===== config.mk =====
export PLATFORM = sky130hd
export DESIGN_NAME = hpm_master
export DESIGN_NICKNAME = d
export VERILOG_FILES = /design/src/rtl/hpm_pkg.sv /design/src/rtl/hpm_master.sv
export SDC_FILE = /design/constraint.sdc
export NUM_CORES = 1
export LEC_CHECK = 0
export BUFFER_PORTS_ARGS = -buffer_cell sky130_fd_sc_hd__buf_2
export CAP_MARGIN = 20
export CORE_ASPECT_RATIO = 1.75
export CORE_MARGIN = 2
export CORE_UTILIZATION = 52
export DETAILED_ROUTE_END_ITERATION = 10
export PLACE_DENSITY_LB_ADDON = 0.12
export SYNTH_ARGS = -nofsm -noshare
export SYNTH_HDL_FRONTEND = slang
export SYNTH_SLANG_ARGS = --single-unit

===== constraint.sdc =====
create_clock -name i_clk -period 2 [get_ports i_clk]
set_input_delay 0.3 -clock i_clk [delete_from_list [all_inputs] [get_ports i_clk]]
set_output_delay 0.3 -clock i_clk [all_outputs]
set_load 0.02 [all_outputs]

===== src/rtl/hpm_pkg.sv =====
package hpm_pkg;
  // Access-select codes, high bit then low bit
  localparam logic [1:0] HPM_SEL_CTRL = 2'h0;
  localparam logic [1:0] HPM_SEL_ADDR = 2'h1;
  localparam logic [1:0] HPM_SEL_DATA_INC = 2'h2;
  localparam logic [1:0] HPM_SEL_DATA_FIX = 2'h3;
  // Control word field positions, low half-word copy
  localparam int HPM_BIT_ORDER = 0;
  localparam int HPM_BIT_H2D_IRQ = 1;
  localparam int HPM_BIT_D2H_IRQ = 2;
  localparam int HPM_BIT_READY = 3;
  localparam int HPM_BIT_FETCH = 4;
  localparam int HPM_HALF_W = 16;
  // Reset values
  localparam logic [15:0] HPM_BUS_RST = 16'h0000;
  localparam logic [1:0] HPM_BE_RST = 2'h3;
  localparam logic [31:0] HPM_WORD_RST = 32'h0000_0000;
  // Ready samples ignored after each strobe falling edge, the pin's sync lag
  localparam logic [1:0] HPM_BLANK_CYC = 2'h3;
  // Bridge sequencing states, Gray coded along the strobe path
  typedef enum logic [2:0] {
    HPM_IDLE = 3'h0,
    HPM_SETUP = 3'h1,
    HPM_STB1 = 3'h3,
    HPM_GAP = 3'h2,
    HPM_STB2 = 3'h6,
    HPM_DONE = 3'h7
  } hpm_state_t;
endpackage


===== src/rtl/hpm_master.sv =====
`timescale 1ns/100ps
`default_nettype none
module hpm_master import hpm_pkg::*; (
  input wire logic i_clk,
  input wire logic i_rst,
  input wire logic i_req_valid,
  input wire logic i_req_write,
  input wire logic [3:0] i_req_addr,
  input wire logic [31:0] i_req_wdata,
  input wire logic [3:0] i_req_be_n,
  input wire logic i_dsp0_ready_line_n,
  input wire logic [15:0] i_muxed_port_bus,
  output logic o_req_ready,
  output logic o_rsp_valid,
  output logic [31:0] o_rsp_rdata,
  output logic o_seq_error,
  output logic o_access_select_low,
  output logic o_access_select_high,
  output logic o_port_read_not_write,
  output logic o_dsp0_chip_select_n,
  output logic o_port_data_strobe_n,
  output logic o_halfword_position_select,
  output logic o_low_byte_enable_n,
  output logic o_high_byte_enable_n,
  output logic [15:0] o_muxed_port_bus,
  output logic o_muxed_port_bus_oe
);
  hpm_state_t state_q, state_d;
  logic rdy_s1_q, rdy_s2_q;
  logic [15:0] rd_s1_q, rd_s2_q;
  logic ctrl_done_q, addr_done_q;
  logic [1:0] sel_q;
  logic wr_q, cs_n_q, stb_n_q, hsel_q, oe_q, ack_q, rsp_q, err_q;
  logic [15:0] bus_q;
  logic [1:0] be_q;
  logic [31:0] word_q, rdata_q;
  logic [3:0] wbe_q;
  logic [1:0] blank_q;
  logic rnw_q;

  // Ready pin and read bus are asynchronous: two flops before use
  always_ff @(posedge i_clk) begin
    rdy_s1_q <= i_dsp0_ready_line_n;
    rdy_s2_q <= rdy_s1_q;
    rd_s1_q <= i_muxed_port_bus;
    rd_s2_q <= rd_s1_q;
  end

  // Address decode of the host request
  // select from address
  wire [1:0] req_sel = i_req_addr[1:0];
  wire req_is_data = req_sel[1];
  wire order_ok = req_is_data ? (ctrl_done_q && addr_done_q) :
                  (req_sel == HPM_SEL_CTRL) ? 1'b1 : ctrl_done_q;
  wire take = (state_q == HPM_IDLE) && i_req_valid;
  // synced ready pin, low is ready
  // blank stale ready
  // Synced pin lags three edges, so the level left from the previous
  // strobe must not end the new one early
  wire dsp_ready = !rdy_s2_q && (blank_q == 2'h0);

  // Next state
  always_comb begin
    state_d = state_q;
    case (state_q)
      HPM_IDLE: if (take && order_ok) state_d = HPM_SETUP;
      HPM_SETUP: state_d = HPM_STB1;
      HPM_STB1: if (dsp_ready) state_d = HPM_GAP;
      HPM_GAP: state_d = HPM_STB2;
      HPM_STB2: if (dsp_ready) state_d = HPM_DONE;
      HPM_DONE: state_d = HPM_IDLE;
      default: state_d = HPM_IDLE;
    endcase
  end

  // low half first; byte enables per half
  wire [15:0] half_lo = word_q[15:0];
  wire [15:0] half_hi = word_q[31:16];
  wire [1:0] be_lo = wr_q && sel_q[1] ? wbe_q[1:0] : 2'h0;
  wire [1:0] be_hi = wr_q && sel_q[1] ? wbe_q[3:2] : 2'h0;

  // Sequencer registers
  always_ff @(posedge i_clk) begin
    if (i_rst) begin
      state_q <= HPM_IDLE;
      ctrl_done_q <= 1'b0;
      addr_done_q <= 1'b0;
      sel_q <= HPM_SEL_CTRL;
      wr_q <= 1'b0;
      cs_n_q <= 1'b1;
      stb_n_q <= 1'b1;
      hsel_q <= 1'b0;
      oe_q <= 1'b0;
      bus_q <= HPM_BUS_RST;
      be_q <= HPM_BE_RST;
      word_q <= HPM_WORD_RST;
      wbe_q <= 4'hf;
      rdata_q <= HPM_WORD_RST;
      ack_q <= 1'b0;
      rsp_q <= 1'b0;
      err_q <= 1'b0;
      blank_q <= 2'h0;
      rnw_q <= 1'b1;
    end else begin
      state_q <= state_d;
      ack_q <= take;
      rsp_q <= (state_q == HPM_DONE);
      // Refused out-of-order access answered with error pulse
      err_q <= take && !order_ok;
      // Blanking count runs down to zero after each strobe
      blank_q <= (blank_q == 2'h0) ? 2'h0 : blank_q - 2'h1;
      case (state_q)
        HPM_IDLE: if (take && order_ok) begin
          sel_q <= req_sel;
          wr_q <= i_req_write;
          rnw_q <= !i_req_write;
          // force reserved control bits to zero
          word_q <= (req_sel == HPM_SEL_CTRL) ?
            (i_req_wdata & 32'h001f_001f) : i_req_wdata;
          wbe_q <= i_req_be_n;
          hsel_q <= 1'b0;
        end
        HPM_SETUP: begin
          cs_n_q <= 1'b0;
          stb_n_q <= 1'b0;
          blank_q <= HPM_BLANK_CYC;
          oe_q <= wr_q;
          bus_q <= half_lo;
          be_q <= be_lo;
        end
        HPM_STB1: if (dsp_ready) begin
          stb_n_q <= 1'b1;
          hsel_q <= 1'b1;
          rdata_q[15:0] <= rd_s2_q;
        end
        HPM_GAP: begin
          stb_n_q <= 1'b0;
          blank_q <= HPM_BLANK_CYC;
          bus_q <= half_hi;
          be_q <= be_hi;
        end
        HPM_STB2: if (dsp_ready) begin
          stb_n_q <= 1'b1;
          cs_n_q <= 1'b1;
          oe_q <= 1'b0;
          hsel_q <= 1'b0;
          be_q <= HPM_BE_RST;
          rdata_q[31:16] <= rd_s2_q;
        end
        HPM_DONE: begin
          // order flags set by control write and by address write
          if (sel_q == HPM_SEL_CTRL && wr_q) ctrl_done_q <= 1'b1;
          if (sel_q == HPM_SEL_ADDR && wr_q) addr_done_q <= 1'b1;
        end
        default: ;
      endcase
    end
  end

  // Outputs straight from flops
  assign o_req_ready = ack_q;
  assign o_rsp_valid = rsp_q;
  assign o_rsp_rdata = rdata_q;
  assign o_seq_error = err_q;
  assign o_access_select_low = sel_q[0];
  assign o_access_select_high = sel_q[1];
  assign o_port_read_not_write = rnw_q;
  assign o_dsp0_chip_select_n = cs_n_q;
  assign o_port_data_strobe_n = stb_n_q;
  assign o_halfword_position_select = hsel_q;
  assign o_low_byte_enable_n = be_q[0];
  assign o_high_byte_enable_n = be_q[1];
  assign o_muxed_port_bus = bus_q;
  assign o_muxed_port_bus_oe = oe_q;

  property p_cs_during_stb;
    @(posedge i_clk) disable iff (i_rst)
    !stb_n_q |-> !cs_n_q;
  endproperty
  a_cs_during_stb: assert property (p_cs_during_stb)
    else $error("strobe without chip select");

  property p_hold_not_ready;
    @(posedge i_clk) disable iff (i_rst)
    (state_q == HPM_STB1 && !dsp_ready) |=> !stb_n_q && !hsel_q;
  endproperty
  a_hold_not_ready: assert property (p_hold_not_ready)
    else $error("strobe released before ready");

  property p_hold_second;
    @(posedge i_clk) disable iff (i_rst)
    (state_q == HPM_STB2 && !dsp_ready) |=> !stb_n_q && hsel_q;
  endproperty
  a_hold_second: assert property (p_hold_second)
    else $error("second strobe released before ready");

  property p_two_halves;
    @(posedge i_clk) disable iff (i_rst)
    (state_q == HPM_STB1 && dsp_ready) |=> ##1 !stb_n_q && hsel_q;
  endproperty
  a_two_halves: assert property (p_two_halves)
    else $error("second half missing");

  property p_cs_end;
    @(posedge i_clk) disable iff (i_rst)
    (state_q == HPM_STB2 && dsp_ready) |=> cs_n_q && stb_n_q;
  endproperty
  a_cs_end: assert property (p_cs_end)
    else $error("chip select not released");

  property p_seq_gate;
    @(posedge i_clk) disable iff (i_rst)
    (state_q == HPM_SETUP && sel_q[1]) |-> ctrl_done_q && addr_done_q;
  endproperty
  a_seq_gate: assert property (p_seq_gate)
    else $error("data access before setup");

  property p_low_first;
    @(posedge i_clk) disable iff (i_rst)
    $fell(stb_n_q) && !hsel_q && oe_q |-> bus_q == word_q[15:0];
  endproperty
  a_low_first: assert property (p_low_first)
    else $error("low half not first");

  property p_sel_stable;
    @(posedge i_clk) disable iff (i_rst)
    !cs_n_q |=> $stable(sel_q) || cs_n_q;
  endproperty
  a_sel_stable: assert property (p_sel_stable)
    else $error("select changed in transfer");

  property p_be_read;
    @(posedge i_clk) disable iff (i_rst)
    (!stb_n_q && !wr_q) |-> be_q == 2'h0;
  endproperty
  a_be_read: assert property (p_be_read)
    else $error("byte enables not low on read");

  c_write: cover property (@(posedge i_clk) rsp_q && wr_q);
  c_read: cover property (@(posedge i_clk) rsp_q && !wr_q);
  c_wait: cover property (@(posedge i_clk)
    state_q == HPM_STB1 && !dsp_ready);
  c_err: cover property (@(posedge i_clk) err_q);
endmodule // hpm_master
`default_nettype wire


=== After elaboration in Yosys (flattened, before gate mapping) ===
Index checks and enable logic that the tools add are counted.

* Flip-flop bits (word level): 138
* Output and inout bits: 60
* Input port bits: 61
* Word-level logic and storage cells: 88

* Muxes and demuxes: 21
* Reductions and logical operators: 32
* Equality and inequality tests: 10
* $add $sub $neg: 1

{| class="wikitable"
|+ Operators with widths
! cell !! number
|-
| $mux W32 || 1
|-
| $pmux W16 S2 || 1
|-
| $reduce_and A2 Y1 || 8
|-
| $pmux W3 S5 || 1
|-
| $mux W2 || 5
|-
| $mux W3 || 3
|-
| $logic_and A1 B1 Y1 || 8
|-
| $eq A3 B2 Y1 const B || 2
|-
| $eq A3 B3 Y1 const B || 2
|-
| $logic_not A2 Y1 || 3
|-
| $pmux W1 S2 || 3
|-
| $pmux W2 S3 || 1
|-
| $reduce_bool A2 Y1 || 3
|-
| $reduce_bool A3 Y1 || 2
|-
| $mux W1 || 5
|-
| $ne A2 B1 Y1 const B || 2
|-
| $ne A2 B2 Y1 const B || 2
|-
| $reduce_and A4 Y1 || 1
|-
| $reduce_or A2 Y1 || 2
|-
| $eq A3 B1 Y1 const B || 1
|-
| $logic_not A1 Y1 || 3
|-
| $logic_not A3 Y1 || 1
|-
| $pmux W1 S3 || 1
|-
| $reduce_and A3 Y1 || 1
|-
| 2 further kinds || 2
|}

=== Logic depth before layout (Yosys ltp) ===
* Depth after elaboration: 6
* Gate-level depth with buffers: 7
* Gate-level depth less buffers: 4

=== Least setup slack after synthesis ===
OpenSTA, ideal clock, no wires.

* Path kind: register to register
* Start point: reg state_q[0]
* End point: reg wbe_q[0]
* Clock period less this slack: 1.879 ns
* Setup time: 0.135 ns
* Arrival time: 1.745 ns
* Cell stages (with the launch flop): 8
* Slack: 0.121 ns
* Buffers on the path: 3
* Required time: 1.865 ns
* Cell sequence: dfxtp_1 -> or4b_1 -> buf_2 -> or3_1 -> buf_6 -> buf_6 -> nand2_1 -> nand3_1

* Cells in the longest elaborated chain, start to end: 4

{| class="wikitable"
|+ Ends and longest elaborated chain
! item !! line !! RTL
|-
| start, declared || hpm_master.sv:28 || <nowiki>hpm_state_t state_q, state_d;</nowiki>
|-
| start signal, assigned || hpm_master.sv:105 || <nowiki>state_q <= state_d;</nowiki>
|-
| $logic_not A3 Y1 * || hpm_master.sv:55, hpm_master.sv:112 ||
|-
| $logic_and A1 B1 Y1 || hpm_master.sv:55 || <nowiki>wire take = (state_q == HPM_IDLE) && i_req_valid;</nowiki>
|-
| $logic_and A1 B1 Y1 || hpm_master.sv:113 || <nowiki>HPM_IDLE: if (take && order_ok) begin</nowiki>
|-
| $reduce_and A2 Y1 (no line) * || - ||
|-
| end signal, assigned || hpm_master.sv:120 || <nowiki>wbe_q <= i_req_be_n;</nowiki>
|-
| end, declared || hpm_master.sv:37 || <nowiki>logic [3:0] wbe_q;</nowiki>
|}

Every way passes the cells marked *; elsewhere a longest branch is shown, timed or not.
A chain may end at the register's enable or synchronous reset.

=== Final worst setup path ===
* Start point: reg state_q[0]
* End point: reg word_q[0]

* Cells in the longest elaborated chain, start to end: 4

{| class="wikitable"
|+ Ends and longest elaborated chain
! item !! line !! RTL
|-
| $logic_not A3 Y1 * || hpm_master.sv:55, hpm_master.sv:112 ||
|-
| $logic_and A1 B1 Y1 || hpm_master.sv:55 ||
|-
| $logic_and A1 B1 Y1 || hpm_master.sv:113 ||
|-
| $reduce_and A2 Y1 (no line) * || - ||
|-
| end signal, assigned || hpm_master.sv:118 || <nowiki>word_q <= (req_sel == HPM_SEL_CTRL) ?</nowiki>
|-
| end, declared || hpm_master.sv:36 || <nowiki>logic [31:0] word_q, rdata_q;</nowiki>
|}

Marks and branches as above.

==> reports/results.txt <==
most frequent cell after synthesis: dfxtp_1
r2r startpoint: state_q[0]
CTS tree: yes
crit-path cells: or4b_1 > buf_4 > nor3_4 > buf_12 > nand2_1 > a21oi_1
Post-Syn Area: 0.004594 mm²
Final HPWL DP: 6.966 mm
wire length per cell: 13.76 µm
Die H: 128.3 µm
Hold Crit Depth: 2
setup_tns: 0 ns
CTS sink cnt: 138
RSZ-0062 raised after global routing: no
final setup vio count: 0
flop2flop setup slack: 0.15 ns
Power Density: 1065 mW/mm²
worst hold path startpoint: i_req_write
area share of the largest cell type after synthesis: 60.13%
row count: 45
Worst slew margin: 57.23%
gr usage total: 23.49%
Initial Util: 53.33%
cell count of the worst reg-to-reg path: 6
clk root buf: clkbuf_16
Placed Cells incl. Taps: 719
die width: 75.06 µm
Antenna Nets Post-Route: 0
Max Buffers Root-to-Sink: 2
max incr delay on CP: 0.57 ns
max_cap viols: 0
n_diodes: 0
leading area contributor after synthesis: dfxtp_1
share of cells above drive strength 1: 25.54%
Seq/Total Area, Yosys: 60.13%
Iter 0 DRT Violations: 179
fin worst setup slack: 0.1516 ns
gr ovfl total: 0
Hold WC Path Type: primary input to register
vias in the first global route: 3902
met3 usage: 9.475%
Arrival @ worst endpoint: 2.18 ns
Post-Layout Cell Count: 767
Final Max Slew Viols: 0
CTS Buf Count: 17
Netlist cell types: 37
global-route wire length before repair: 17.28 mm
Die ar.: 0.009633 mm²
setup slack at placement: 0.1485 ns
Layout Nets: 699
crit end category: register
hold_buf cts: 17
CP max FO: 61
largest net degree at the start of global routing: 62
Core Area: 0.008615 mm²
family with the most delay on the worst path: simple AND/OR/NAND/NOR gates
Synth Net Count: 566
Clock Latency Late Sink: 0.41 ns
H-tree Lvls: 4
gpl congestion: 0.7637
Worst path slowest cell: or4b_1
Max Clock Skew: 0.006858 ns
Syn-to-layout area delta: 32.22%
Least-Margin Pin Slew: 0.6415 ns
Top FF cell, synth: dfxtp_1
Final Hold Vio Count: 0
ys async rst share: 0%
routed wire length: 10.55 mm
fmax: 0.5410 GHz
Synth Register Bits: 138
Post-synth EDFFs: 0
mean post-synth cell area: 9.098 µm²
Reg2Reg Capture Point: word_q[0]
clock-pin slew on the worst setup and hold paths: 0.05 ns
post-CTS setup buffers: 0
Via density: 5.098
buffers added on ports: 118
Max VDD drop: 0.0007785 V
DR vias: 3910
status: complete, no violations
Worst setup SP type: register
Top Usage Layer GRT: met2
DR pass1 iterations: 4
Period minus WS final: 1.848 ns
synthesized instance count: 505
met1 usage: 24.76%
kind of critical path: register to register
post-CTS resize count: 0
worst path bufs/invs: 2
leakage: 2.514 nW
initial antenna violation count: 0
Final Cycle Share: 92.42%
Worst Hold End: o_port_read_not_write
WP data required: 2.33 ns
DRC Markers: 0
met2 usage in global routing: 41.38%
Post-synth top cells: dfxtp_1, nand2_1, a21oi_1, o21ai_0, nand3_1
Syn. warnings: 0
Top Ports: 121
top cells by area, synth: dfxtp_1, nand2_1, a21oi_1, o21ai_0, nand3_1
==> how the worst max path moves through the flow <==
| stage | startpoint | endpoint | slack (ns) | depth (start not counted) |
|---|---|---|---|---|
| 2_1_floorplan | state_q[0] | wbe_q[0] | 0.12 | 7 |
| 3_3_place_gp | i_req_valid | o_port_read_not_write | 0.17 | 7 |
| 3_5_place_dp | i_req_valid | word_q[0] | 0.15 | 7 |
| 4_1_cts | state_q[0] | word_q[0] | 0.15 | 6 |
| 5_1_grt | state_q[0] | o_port_read_not_write | 0.04 | 6 |
| 6_report | state_q[0] | word_q[0] | 0.15 | 6 |
==> layer usage <==
| metal | vias up | routed length [µm] |
|---|---|---|
| met4 | 0 | 160 |
| met2 | 102 | 5525 |
| met3 | 15 | 595 |
| met5 | - | 0 |
| met1 | 1822 | 4272 |
| li1 | 1971 | - |
==> final cells by class <==
type / count / area, µm²
clock buffers: 23 / 467.9
well taps: 117 / 146.4
repair buffers: 150 / 910.9
flip-flops and latches: 138 / 2763
multi-input cells: 328 / 1657
clock inverters: 8 / 118.9
inverters: 3 / 11.26
fillers: 708 / 2540
==> worst register-to-register path, cell delays in order, from the launching register on <==
cell and delay [ns]:
dfxtp_1 0.30, or4b_1 0.57, buf_4 0.18, nor3_4 0.22
buf_12 0.26, nand2_1 0.11, a21oi_1 0.14
==> metrics by stage <==
stage / power (mW) / hold slack (ns) / instance area [µm²] / utilization (%)
floorplan: 3.240 / 0.3096 / 4594 / -
global placement: 3.404 / 0.3113 / 5318 / 61.73
detailed placement: 3.418 / 0.3121 / 5318 / 61.73
CTS: 6.513 / 0.08572 / 6075 / 70.52
global route: 6.698 / 0.1026 / 6075 / 70.52
finish: 6.470 / 0.1030 / 6075 / 70.52
==> placed cells by master (no fill, tap or decap), drive strengths merged <==
master / instances
buf: 133
o32a: 2
a21o: 1
nor3b: 3
a21oi: 65
or4b: 2
a31oi: 3
clkbuf: 23
o21ai: 35
and3: 1
a211o: 1
o22ai: 5
o211ai: 1
or2: 3
a21boi: 1
nand2b: 8
mux2i: 13
inv: 2
o41ai: 1
bufinv: 3
dlygate4sd3: 17
nor4b: 1
nand3b: 1
or2b: 1
nor2b: 1
nand3: 29
nor3: 7
nand2: 121
or3: 1
dfxtp: 138
clkinv: 6
nor2: 15
o221ai: 5
o21a: 1
==> registers in the layout (all words and copies together), names as in the netlist, 2 cells and up <==
register	cells
be_q	2
blank_q	2
o_muxed_port_bus	16
o_rsp_rdata	32
rd_s1_q	16
rd_s2_q	16
sel_q	2
state_q	3
wbe_q	4
word_q	32
==> kinds of logic after synthesis <==
| logic type | count (synthesis) | share of synthesized area (%) |
|---|---|---|
| buffers and inverters | 39 | 3.813 |
| and+or+nand+nor | 194 | 18.74 |
| AOI/OAI and AO/OA | 121 | 14.49 |
| muxes | 13 | 2.832 |
| DFF | 138 | 60.13 |
==> power breakdown <==
part	internal (mW)	switching [mW]	total (mW)
logic	0.197	0.267	0.464
clock network	2.01	1.07	3.09
registers	2.86	0.0556	2.92
total	5.07	1.40	6.47
No activity file was read; power rests on OpenSTA's default activity.
